[src/srap_regs.vh]
`ifndef SRAP_REGS_VH
`define SRAP_REGS_VH
`define SRAP_ENABLE_PATTERN 5'h1C
`define SRAP_CMD_EN_MSB 15
`define SRAP_CMD_EN_LSB 11
`define SRAP_CMD_DIR_BIT 10
`define SRAP_ADDR_W 10
`define SRAP_DATA_W 16
`define SRAP_ADDR_MAX 10'h3FF
`define SRAP_ADDR_RESET 10'h000
`define SRAP_WORD_LAST 4'hF
`define SRAP_BYTE_BITS 4'h8
`define SRAP_DEV_PREFIX 5'h0B
`define SRAP_SYNC_W 5
`endif

[src/srap_top.v]
`timescale 1ns/10ps
// Functional notes
// - SPI samples input on rising clock, launches output on falling clock.
// - Command top five bits must be 11100 or transaction is ignored.
// - Command bit 10 selects read when 1, write when 0.
// - Command low ten bits give the first register address.
// - SPI write data words after command are stored to addressed register.
// - SPI write pointer increments after every 16-bit word.
// - Writes continue until chip select rises; at maximum address extra data dropped.
// - SPI read drives first data bit on first falling edge after command.
// - Reads continue while clocked; pointer holds at maximum, repeating that register.
// - SPI clock may idle high or low.
// - I2C address is 01011 plus high and low select pins.
// - I2C side is slave only and never starts a transfer.
// - Matching address and each received byte are acknowledged on ninth clock.
// - I2C write sends two pointer bytes; ten low bits form the address.
// - First data byte is upper half, second is lower half.
// - I2C pointer increments per register, no wrap, data dropped at maximum.
// - Stop condition returns to idle and clears pointer to zero.
// - Read follows pointer write; each register returned upper byte first.
// - I2C read auto-increments until not-acknowledge; repeats last register at maximum.
`include "srap_regs.vh"
module srap_top #(
   parameter I2C_VARIANT = 0
) (
   input wire i_clock,
   input wire i_reset,
   input wire i_sclk,
   input wire i_cs_n,
   input wire i_sdi,
   output reg o_sdo,
   output reg o_sdo_oe,
   input wire i_sda,
   output reg o_sda_out,
   output reg o_sda_oe,
   input wire i_addr_select_pin_low,
   input wire i_addr_select_pin_high,
   output reg o_wr_valid,
   input wire i_wr_ready,
   output reg [`SRAP_ADDR_W-1:0] o_wr_addr,
   output reg [`SRAP_DATA_W-1:0] o_wr_data,
   output reg [`SRAP_ADDR_W-1:0] o_rd_addr,
   input wire [`SRAP_DATA_W-1:0] i_rd_data,
   output reg o_word_lost
);
   localparam [2:0] ST_IDLE = 3'h0;
   localparam [2:0] ST_CMD = 3'h1;
   localparam [2:0] ST_WRITE = 3'h2;
   localparam [2:0] ST_READ = 3'h3;
   localparam [2:0] ST_RX = 3'h4;
   localparam [2:0] ST_ACK = 3'h5;
   localparam [2:0] ST_TX = 3'h6;
   localparam [2:0] ST_MACK = 3'h7;

   // Pin synchronisers: a change counts once stages two and three agree
   wire [`SRAP_SYNC_W-1:0] pin_raw;
   reg [`SRAP_SYNC_W-1:0] s1_reg;
   reg [`SRAP_SYNC_W-1:0] s2_reg;
   reg [`SRAP_SYNC_W-1:0] s3_reg;
   reg [`SRAP_SYNC_W-1:0] filt_reg;
   reg [`SRAP_SYNC_W-1:0] prev_reg;
   assign pin_raw = {i_addr_select_pin_high, i_sda, i_sdi, i_cs_n, i_sclk};
   genvar g;
   generate
      for (g = 0; g < `SRAP_SYNC_W; g = g + 1) begin : g_sync
         always @(posedge i_clock) begin
            if (i_reset) begin
               s1_reg[g] <= 1'b1;
               s2_reg[g] <= 1'b1;
               s3_reg[g] <= 1'b1;
               filt_reg[g] <= 1'b1;
               prev_reg[g] <= 1'b1;
            end else begin
               s1_reg[g] <= pin_raw[g];
               s2_reg[g] <= s1_reg[g];
               s3_reg[g] <= s2_reg[g];
               if (s2_reg[g] == s3_reg[g]) begin
                  filt_reg[g] <= s3_reg[g];
               end
               prev_reg[g] <= filt_reg[g];
            end
         end
      end
   endgenerate
   reg [2:0] sel_s_reg;
   reg sel_low_reg;
   always @(posedge i_clock) begin
      if (i_reset) begin
         sel_s_reg <= 3'h0;
         sel_low_reg <= 1'b0;
      end else begin
         sel_s_reg <= {sel_s_reg[1:0], i_addr_select_pin_low};
         if (sel_s_reg[1] == sel_s_reg[2]) begin
            sel_low_reg <= sel_s_reg[2];
         end
      end
   end

   wire scl = filt_reg[0];
   wire scl_rise = filt_reg[0] & ~prev_reg[0];
   wire scl_fall = ~filt_reg[0] & prev_reg[0];
   wire cs_n = filt_reg[1];
   wire cs_fall = ~filt_reg[1] & prev_reg[1];
   wire sdi = filt_reg[2];
   wire sda = filt_reg[3];
   wire sel_high = filt_reg[4];
   wire i2c_start = scl & prev_reg[0] & prev_reg[3] & ~sda;
   wire i2c_stop = scl & prev_reg[0] & ~prev_reg[3] & sda;

   function [`SRAP_ADDR_W-1:0] srap_next_ptr;
      input [`SRAP_ADDR_W-1:0] p;
      begin
         srap_next_ptr = (p == `SRAP_ADDR_MAX) ? p : p + 10'h001;
      end
   endfunction

   reg [2:0] state_reg;
   reg [3:0] cnt_reg;
   reg [15:0] sh_reg;
   reg [15:0] tx_reg;
   reg [`SRAP_ADDR_W-1:0] ptr_reg;
   reg at_end_reg;
   reg dir_read_reg;
   reg [1:0] byte_idx_reg;
   reg [7:0] hi_byte_reg;
   reg lo_next_reg;
   reg pend_reg;
   reg [`SRAP_ADDR_W-1:0] pend_addr_reg;
   reg [15:0] pend_data_reg;
   reg hold_v_reg;
   reg [`SRAP_ADDR_W-1:0] hold_addr_reg;
   reg [15:0] hold_data_reg;
   reg push_req;
   reg [`SRAP_ADDR_W-1:0] push_addr;
   reg [15:0] push_data;
   wire [15:0] sh_in = {sh_reg[14:0], sdi};
   wire [7:0] rx_byte = {sh_reg[6:0], sda};

   always @* begin
      push_req = 1'b0;
      push_addr = ptr_reg;
      push_data = sh_in;
      if (I2C_VARIANT == 0) begin
         if (state_reg == ST_WRITE && scl_rise && cnt_reg == `SRAP_WORD_LAST && !at_end_reg) begin
            push_req = 1'b1;
         end
      end else if (state_reg == ST_RX && scl_fall && cnt_reg == `SRAP_BYTE_BITS
                   && byte_idx_reg == 2'h3 && !at_end_reg) begin
         push_req = 1'b1;
         push_data = {hi_byte_reg, sh_reg[7:0]};
      end
   end

   always @(posedge i_clock) begin
      if (i_reset) begin
         state_reg <= ST_IDLE;
         cnt_reg <= 4'h0;
         sh_reg <= 16'h0000;
         tx_reg <= 16'h0000;
         ptr_reg <= `SRAP_ADDR_RESET;
         at_end_reg <= 1'b0;
         dir_read_reg <= 1'b0;
         byte_idx_reg <= 2'h0;
         hi_byte_reg <= 8'h00;
         lo_next_reg <= 1'b0;
         o_sdo <= 1'b0;
         o_sdo_oe <= 1'b0;
         o_sda_out <= 1'b0;
         o_sda_oe <= 1'b0;
         o_rd_addr <= `SRAP_ADDR_RESET;
      end else if (I2C_VARIANT == 0) begin
         o_rd_addr <= ptr_reg;
         if (cs_n) begin
            state_reg <= ST_IDLE;
            o_sdo_oe <= 1'b0;
         end else if (cs_fall) begin
            state_reg <= ST_CMD;
            cnt_reg <= 4'h0;
            at_end_reg <= 1'b0;
         end else if (scl_rise && (state_reg == ST_CMD || state_reg == ST_WRITE)) begin
            // Reads count falling edges only; counting rises too would cut each word short
            // Sampling on the rising edge only, so idle level is irrelevant
            sh_reg <= sh_in;
            cnt_reg <= cnt_reg + 4'h1;
            if (cnt_reg == `SRAP_WORD_LAST) begin
               if (state_reg == ST_CMD) begin
                  ptr_reg <= sh_in[`SRAP_ADDR_W-1:0];
                  if (sh_in[`SRAP_CMD_EN_MSB:`SRAP_CMD_EN_LSB] != `SRAP_ENABLE_PATTERN) begin
                     state_reg <= ST_IDLE;
                  end else if (sh_in[`SRAP_CMD_DIR_BIT]) begin
                     state_reg <= ST_READ;
                  end else begin
                     state_reg <= ST_WRITE;
                  end
               end else if (state_reg == ST_WRITE) begin
                  if (ptr_reg == `SRAP_ADDR_MAX) begin
                     at_end_reg <= 1'b1;
                  end
                  ptr_reg <= srap_next_ptr(ptr_reg);
               end
            end
         end else if (scl_fall && state_reg == ST_READ) begin
            // Read data has had a whole half-period to settle before this load
            o_sdo_oe <= 1'b1;
            if (cnt_reg == 4'h0) begin
               o_sdo <= i_rd_data[15];
               tx_reg <= {i_rd_data[14:0], 1'b0};
               ptr_reg <= srap_next_ptr(ptr_reg);
            end else begin
               o_sdo <= tx_reg[15];
               tx_reg <= {tx_reg[14:0], 1'b0};
            end
            cnt_reg <= cnt_reg + 4'h1;
         end
      end else begin
         o_rd_addr <= ptr_reg;
         o_sda_out <= 1'b0;
         if (i2c_stop) begin
            state_reg <= ST_IDLE;
            ptr_reg <= `SRAP_ADDR_RESET;
            at_end_reg <= 1'b0;
            o_sda_oe <= 1'b0;
         end else if (i2c_start) begin
            // Only responds after a master start; it never drives one itself
            state_reg <= ST_CMD;
            cnt_reg <= 4'h0;
            byte_idx_reg <= 2'h0;
            o_sda_oe <= 1'b0;
         end else if (scl_rise) begin
            if (state_reg == ST_CMD || state_reg == ST_RX) begin
               sh_reg <= {8'h00, rx_byte};
               cnt_reg <= cnt_reg + 4'h1;
            end else if (state_reg == ST_MACK) begin
               lo_next_reg <= lo_next_reg;
               dir_read_reg <= ~sda;
            end
         end else if (scl_fall) begin
            if (state_reg == ST_CMD && cnt_reg == `SRAP_BYTE_BITS) begin
               if (sh_reg[7:1] == {`SRAP_DEV_PREFIX, sel_high, sel_low_reg}) begin
                  o_sda_oe <= 1'b1;
                  state_reg <= ST_ACK;
                  lo_next_reg <= sh_reg[0];
                  dir_read_reg <= 1'b1;
               end else begin
                  state_reg <= ST_IDLE;
               end
            end else if (state_reg == ST_RX && cnt_reg == `SRAP_BYTE_BITS) begin
               o_sda_oe <= 1'b1;
               state_reg <= ST_ACK;
               lo_next_reg <= 1'b0;
               dir_read_reg <= 1'b0;
               case (byte_idx_reg)
                  2'h0: begin
                     hi_byte_reg <= sh_reg[7:0];
                     byte_idx_reg <= 2'h1;
                  end
                  2'h1: begin
                     ptr_reg <= {hi_byte_reg[1:0], sh_reg[7:0]};
                     byte_idx_reg <= 2'h2;
                  end
                  2'h2: begin
                     hi_byte_reg <= sh_reg[7:0];
                     byte_idx_reg <= 2'h3;
                  end
                  default: begin
                     // Pairs must be complete; an odd last byte is never written
                     byte_idx_reg <= 2'h2;
                     if (ptr_reg == `SRAP_ADDR_MAX) begin
                        at_end_reg <= 1'b1;
                     end
                     ptr_reg <= srap_next_ptr(ptr_reg);
                  end
               endcase
            end else if ((state_reg == ST_ACK && lo_next_reg)
                         || (state_reg == ST_MACK && dir_read_reg)
                         || (state_reg == ST_TX && cnt_reg != `SRAP_BYTE_BITS)) begin
               state_reg <= ST_TX;
               if (state_reg != ST_TX) begin
                  // Upper byte first, then lower byte, then advance
                  cnt_reg <= 4'h1;
                  tx_reg <= byte_idx_reg[0] ? {i_rd_data[6:0], 9'h000} : {i_rd_data[14:8], 9'h000};
                  o_sda_oe <= byte_idx_reg[0] ? ~i_rd_data[7] : ~i_rd_data[15];
                  byte_idx_reg <= {1'b0, ~byte_idx_reg[0]};
                  if (byte_idx_reg[0]) begin
                     ptr_reg <= srap_next_ptr(ptr_reg);
                  end
               end else begin
                  cnt_reg <= cnt_reg + 4'h1;
                  o_sda_oe <= ~tx_reg[15];
                  tx_reg <= {tx_reg[14:0], 1'b0};
               end
               if (state_reg == ST_ACK) begin
                  byte_idx_reg <= 2'h1;
                  tx_reg <= {i_rd_data[14:8], 9'h000};
                  o_sda_oe <= ~i_rd_data[15];
               end
            end else if (state_reg == ST_TX) begin
               o_sda_oe <= 1'b0;
               state_reg <= ST_MACK;
            end else if (state_reg == ST_ACK) begin
               o_sda_oe <= 1'b0;
               state_reg <= ST_RX;
               cnt_reg <= 4'h0;
            end else if (state_reg == ST_MACK) begin
               // Not-acknowledge: release and wait for the stop
               state_reg <= ST_IDLE;
            end
         end
      end
   end

   // Two-entry write buffer; a pending word waits while both entries are full
   wire buf_full = o_wr_valid & hold_v_reg;
   wire pop = o_wr_valid & i_wr_ready;
   wire take = pend_reg & ~buf_full;
   always @(posedge i_clock) begin
      if (i_reset) begin
         pend_reg <= 1'b0;
         pend_addr_reg <= `SRAP_ADDR_RESET;
         pend_data_reg <= 16'h0000;
         hold_v_reg <= 1'b0;
         hold_addr_reg <= `SRAP_ADDR_RESET;
         hold_data_reg <= 16'h0000;
         o_wr_valid <= 1'b0;
         o_wr_addr <= `SRAP_ADDR_RESET;
         o_wr_data <= 16'h0000;
         o_word_lost <= 1'b0;
      end else begin
         o_word_lost <= push_req & pend_reg & ~take;
         if (push_req) begin
            pend_reg <= 1'b1;
            pend_addr_reg <= push_addr;
            pend_data_reg <= push_data;
         end else if (take) begin
            pend_reg <= 1'b0;
         end
         if (!o_wr_valid || pop) begin
            if (hold_v_reg) begin
               o_wr_valid <= 1'b1;
               o_wr_addr <= hold_addr_reg;
               o_wr_data <= hold_data_reg;
               hold_v_reg <= take;
               hold_addr_reg <= pend_addr_reg;
               hold_data_reg <= pend_data_reg;
            end else begin
               o_wr_valid <= take;
               o_wr_addr <= pend_addr_reg;
               o_wr_data <= pend_data_reg;
            end
         end else if (take) begin
            hold_v_reg <= 1'b1;
            hold_addr_reg <= pend_addr_reg;
            hold_data_reg <= pend_data_reg;
         end
      end
   end
endmodule

[config.mk]
export PLATFORM = sky130hd
export DESIGN_NAME = srap_top
export DESIGN_NICKNAME = d
export VERILOG_FILES = /design/src/srap_top.v
export VERILOG_INCLUDE_DIRS = /design/src
export SDC_FILE = /design/constraint.sdc
export NUM_CORES = 1
export LEC_CHECK = 0
export BUFFER_PORTS_ARGS = -buffer_cell sky130_fd_sc_hd__buf_4
export CAP_MARGIN = 5
export CORE_MARGIN = 3
export CORE_UTILIZATION = 58
export DETAILED_ROUTE_END_ITERATION = 8
export PLACE_DENSITY_LB_ADDON = 0.05
export SLEW_MARGIN = 5
export SYNTH_ARGS = -nofsm -noshare
export SYNTH_HDL_FRONTEND = slang
export SYNTH_SLANG_ARGS = --single-unit
[constraint.sdc]
create_clock -name i_clock -period 2.3 [get_ports i_clock]
set_input_delay 0.46 -clock i_clock [delete_from_list [all_inputs] [get_ports i_clock]]
set_output_delay 0.46 -clock i_clock [all_outputs]
set_load 0.02 [all_outputs]
# ---- Word level (Yosys, flattened, before mapping)
# Cells that the tools add are included.
dict set report word_totals {
  reg_bits 156
  elab_cells 134
  in_bits 25
  output_inout_bits 42
}
dict set report classes {
  n_eq_ne 13
  n_addsub 2
  bitwise_logic 15
  n_mux 39
  n_reduce_logical 31
}
# operator n
set ops {}
lappend ops {{$mux 10} 11}
lappend ops {{$mux 16} 5}
lappend ops {{$mux 1} 19}
lappend ops {{$reduce_bool 2->1} 9}
lappend ops {{$mux 4} 3}
lappend ops {{$reduce_and 3->1} 4}
lappend ops {{$reduce_and 6->1} 2}
lappend ops {{$add 10x1->10 const B} 1}
lappend ops {{$eq 10x10->1 const B} 1}
lappend ops {{$and 1x1->1} 8}
lappend ops {{$not 1->1} 7}
lappend ops {{$ne 2x2->1 const B} 3}
lappend ops {{$logic_and 1x1->1} 5}
lappend ops {{$ne 5x5->1 const B} 1}
lappend ops {{$add 4x1->4 const B} 1}
lappend ops {{$eq 2x2->1 const B} 2}
lappend ops {{$eq 4x4->1 const B} 1}
lappend ops {{$logic_not 4->1} 1}
lappend ops {{$reduce_and 2->1} 2}
lappend ops {{$reduce_and 4->1} 1}
lappend ops {{$eq 1x1->1} 3}
lappend ops {{$ne 3x2->1 const B} 1}
lappend ops {{$reduce_bool 3->1} 1}
lappend ops {{$reduce_or 3->1} 1}
lappend ops {{other kinds (5)} 7}

# ---- Depth between registers and ports, before layout
dict set report depth {
  word_depth 8
  mapped_depth 8
}

# ---- Worst setup path after synthesis
# Ideal clock, no wire load.
dict set report synth_timing {
  path_kind {reg2reg}
  from {reg state_reg[0]}
  to {reg ptr_reg[9]}
  path_stages_with_launch 7
  period_less_slack_ns 1.829
  setup_time_ns 0.088
  arrival_ns 1.741
  path_slack_ns 0.471
  path_cell_list {dfxtp_1 inv_1 ha_1 or3b_4 nor3_4 nor3_2 a311oi_2}
}
dict set report synth_between {
  elab_chain_len 5
  elab_cells_between_ends 14
  cone_classes {5 x eq/ne; 3 x mux; 6 x reduce/logical}
}
# item line_no
set synth_lines {}
lappend synth_lines {{start: declaration} srap_top.v:117} ;# reg [2:0] state_reg;
lappend synth_lines {{start signal: assignment} srap_top.v:156} ;# state_reg <= ST_IDLE;
lappend synth_lines {{start signal: assignment} srap_top.v:174} ;# state_reg <= ST_IDLE;
lappend synth_lines {{start signal: assignment} srap_top.v:177} ;# state_reg <= ST_CMD;
lappend synth_lines {{$eq 2x1->1 or $eq 2x2->1 (tied branches)} n/a}
lappend synth_lines {{$logic_or 1x1->1} srap_top.v:180} ;# end else if (scl_rise && (state_reg == ST_CMD || state_reg == ST_WRITE)) begin
lappend synth_lines {{$logic_and 1x1->1} srap_top.v:180}
lappend synth_lines {{$ne 3x2->1 (no source line), or another cell as far along} n/a}
lappend synth_lines {{$reduce_and 6->1 (no source line)} n/a}
lappend synth_lines {{end signal: assignment} srap_top.v:187} ;# ptr_reg <= sh_in[`SRAP_ADDR_W-1:0];
lappend synth_lines {{end signal: assignment} srap_top.v:199} ;# ptr_reg <= srap_next_ptr(ptr_reg);
lappend synth_lines {{end signal: assignment} srap_top.v:208} ;# ptr_reg <= srap_next_ptr(ptr_reg);
lappend synth_lines {{end: declaration} srap_top.v:121} ;# reg [`SRAP_ADDR_W-1:0] ptr_reg;
# Parallel ways exist; a longest one is shown, timed or not. The select of a mux whose other input is x is not followed.
# A chain may end at the register's enable or synchronous reset.

# ---- Worst setup path after layout
dict set report layout_timing {
  from {reg state_reg[0]}
  to {reg ptr_reg[5]}
}
# The elaborated chain is that of the path after synthesis.

==> summary.md <==
| Metric | Value |
|---|---|
| Die Y | around 110 µm |
| Crit path time final | about 2 ns |
| Startpoint types | flip-flop |
| Drc violations | 0 |
| Setup TNS | 0 ns |
| Sequential share of the synthesized area | 0.492 |
| IO Count | 67 |
| CP required | ~2.8 ns |
| Largest net degree at the start of global routing | 56 |
| FMAX | 491 MHz |
| Sw frac | 0.212 |
| YS warnings | 0 |
| Max-Cap Viols | 0 |
| Commonest non-fill, non-tap cell in the layout | dfxtp_1 |
| Vias/cell | 5.63 |
| Status | finished, final reports clean |
| Gate power share | 0.020 |
| Arrival time worst endpoint | about 2.5 ns |
| Std-Cell Rows | 37 |
| Slew Limit Fails | 0 |
| Metal2 WL | approximately 5900 µm |
| Worst Skew | roughly 0.011 ns |
| Fillers | 854 |
| HPWL Detailed | between 8000 and 9000 µm |
| Overflow after GRT | 0 |
| Routed length per placed instance | 14.4 µm |
| Post-synth EDFFs | 0 |
| Routability cong. | 0.909 |
| Worst IR Drop VDD | 0.444 mV |
| DRT Wirelength | 12,700 µm |
| Fraction of layout cells with a size suffix above 1 | 0.173 |
| Clock sink count | 155 |
| Part of the power in registers | 0.508 |
| Pint | about 4200 µW |
| Vias in the first global route | roughly 4,600 |
| CP Max Fanout | 8 |
| Core Util, Final | 0.704 |
| Leakage | 0.00277 µW |
| Layout Nets | approximately 760 |
| Async set-reset flop share out of synthesis | 0 |
| Clock share of power | 0.473 |
| Vias | a little under 5,000 |
| CTS tree | yes |
| First-pass GRT wire length | 21,300 µm |
| Relative slew slack | 0.632 |
| Unique masters post-synth | 61 |
| Top sig layer | met4 |
| RSZ-0062 raised after global routing | no |
| CP Launch Point | state_reg[0] |
| Antenna-violating nets left | 0 |
| 1st-iter DRT viols | 320 |
| HP Class | input port to flip-flop |
| Area of the die | 12,200 µm² |
| H-tree Lvls | 4 |
| Mapped Cells | 693 |
| Worst skew pair latency | 0.53 ns |
| Most frequent cells in the layout | dfxtp_1, nand2_1, nor2_1, buf_4, mux2i_1 |
| Reg-to-reg critical path startpoint | state_reg[0] |
| Cell Area, Synth | 6310 µm² |
| Die W | 110 µm |
| Hold_buf cts | 0 |
| Met3 wire length | 647 µm |
| M1 WL | about 6000 µm |
| Final setup fails | 0 |
| GRT Util Overall | 0.220 |
| Core ar. | 10,500 µm² |
| Worst Tran Pin Value | 0.551 ns |
| Port Buf Inserts | 61 |
| Syn avg cell area | between 9 and 10 µm² |
| Sw Pwr | between 1000 and 1500 µW |
| Critical path class | flip-flop to flip-flop |
| Starting Density | 0.603 |
| Min-delay src | i_sclk |
| Crit. End Element | flip-flop |
| Crit share post-route | 0.886 |
| Post_cts resized | 0 |
| Total power | roughly 5300 µW |
| Clock slew at reported path FFs | 0.06 ns |
| # diodes | 0 |
| CTS Buf Count | 17 |
| Power Dens Cells | approximately 720 nW/µm² |
| Synth Flop Type | dfxtp_1 |
| Setup Fix Bufs, Post-CTS | 0 |
| Initial DRT Pass Iterations | 7 |
| Initial antenna violation count | 0 |
| Clock root buffer | clkbuf_8 |
| Hold Fails Final Rpt | 0 |
| #FFs+latches synth | 155 |
| CTS Buffer Depth | 2 |
| Layout area overhead | 16.7% |
## synth_stat cells, types with 2 or more instances
| cell | n | share of area |
|---|---|---|
| a211oi_1 | 41 | 0.049 |
| a21o_1 | 2 | 0.0024 |
| a21oi_1 | 58 | 0.046 |
| a22o_1 | 2 | 0.0028 |
| a31oi_1 | 9 | 0.0089 |
| and2_1 | 2 | 0.0020 |
| and3_1 | 4 | 0.0040 |
| buf_1 | 4 | 0.0024 |
| buf_2 | 15 | 0.012 |
| buf_4 | 10 | 0.012 |
| clkbuf_1 | 23 | 0.014 |
| dfxtp_1 | 155 | 0.49 |
| ha_1 | 6 | 0.012 |
| inv_1 | 7 | 0.0042 |
| mux2i_1 | 68 | 0.11 |
| nand2_1 | 100 | 0.059 |
| nand2b_1 | 2 | 0.0020 |
| nand3_1 | 9 | 0.0071 |
| nand4_1 | 5 | 0.0050 |
| nand4b_1 | 2 | 0.0028 |
| nor2_1 | 83 | 0.049 |
| nor2b_1 | 11 | 0.011 |
| nor3_1 | 6 | 0.0048 |
| nor3_2 | 3 | 0.0048 |
| nor4_1 | 2 | 0.0020 |
| nor4b_1 | 2 | 0.0028 |
| o211ai_1 | 2 | 0.0024 |
| o21a_1 | 2 | 0.0024 |
| o21ai_0 | 10 | 0.0079 |
| o311ai_0 | 2 | 0.0028 |
| o31ai_1 | 7 | 0.0083 |
| or2_2 | 10 | 0.0099 |
## worst max-delay path: stages, from the launching register on
cell and delay (ns):
dfxtp_1 0.38, inv_1 0.06, ha_1 0.37, or3b_4 0.44, nor3_4 0.40, o22ai_1 0.13
a31oi_1 0.18
## routing by layer
metal	track usage	vias to the layer above
li1	-	2497
met1	0.277	2313
met2	0.357	125
met3	0.0623	28
met4	0.0906	0
met5	0	-
## logic make-up after synthesis
family | Yosys count | synth area share
AND/OR/NAND/NOR | 256 | 0.190
XOR/XNOR | 1 | 0.00139
adder cells (fa/ha/maj) | 6 | 0.0119
other | 1 | 0.000594
AO/OA/AOI/OAI | 144 | 0.146
buffers and inverters | 61 | 0.0466
flip-flops | 155 | 0.492
multiplexers | 69 | 0.111
## final timing paths
kind	end	slack, ns	cells after the start
max	ptr_reg[5]	0.26	6
min reg2reg	s2_reg[2]	0.41	1
min	s1_reg[0]	0.12	2
max reg2reg	ptr_reg[5]	0.26	6
## power groups by stage
stage	clock [µW]	sequential (µW)	combinational (µW)
after floorplan	0	2760	63.4
after global placement	0	2760	102
after detailed placement	0	2760	104
after CTS	2560	2700	104
after global routing	2690	2700	113
final	2520	2700	104
## cell type report
class                   count  area, µm²  share of cell area
clock buffers              20        435              0.0591
flip-flops and latches    155       3100               0.421
inverters                   7       26.3             0.00357
repair buffers             73        598              0.0812
multi-input cells         478       2930               0.398
well taps                 136        170              0.0231
clock inverters            12       97.6              0.0133
## metrics by stage
stage | setup slack (ns) | cell area, µm² | hold WS [ns] | cells
2_1_floorplan | 0.471 | 6320 | 0.389 | 694
3_3_place_gp | 0.321 | 6830 | 0.394 | 849
3_5_place_dp | 0.286 | 6830 | 0.395 | 849
4_1_cts | 0.277 | 7360 | 0.0953 | 881
5_1_grt | 0.153 | 7360 | 0.0975 | 881
6_report | 0.263 | 7360 | 0.118 | 881
Note: power is estimated with default switching activity, not from simulation.
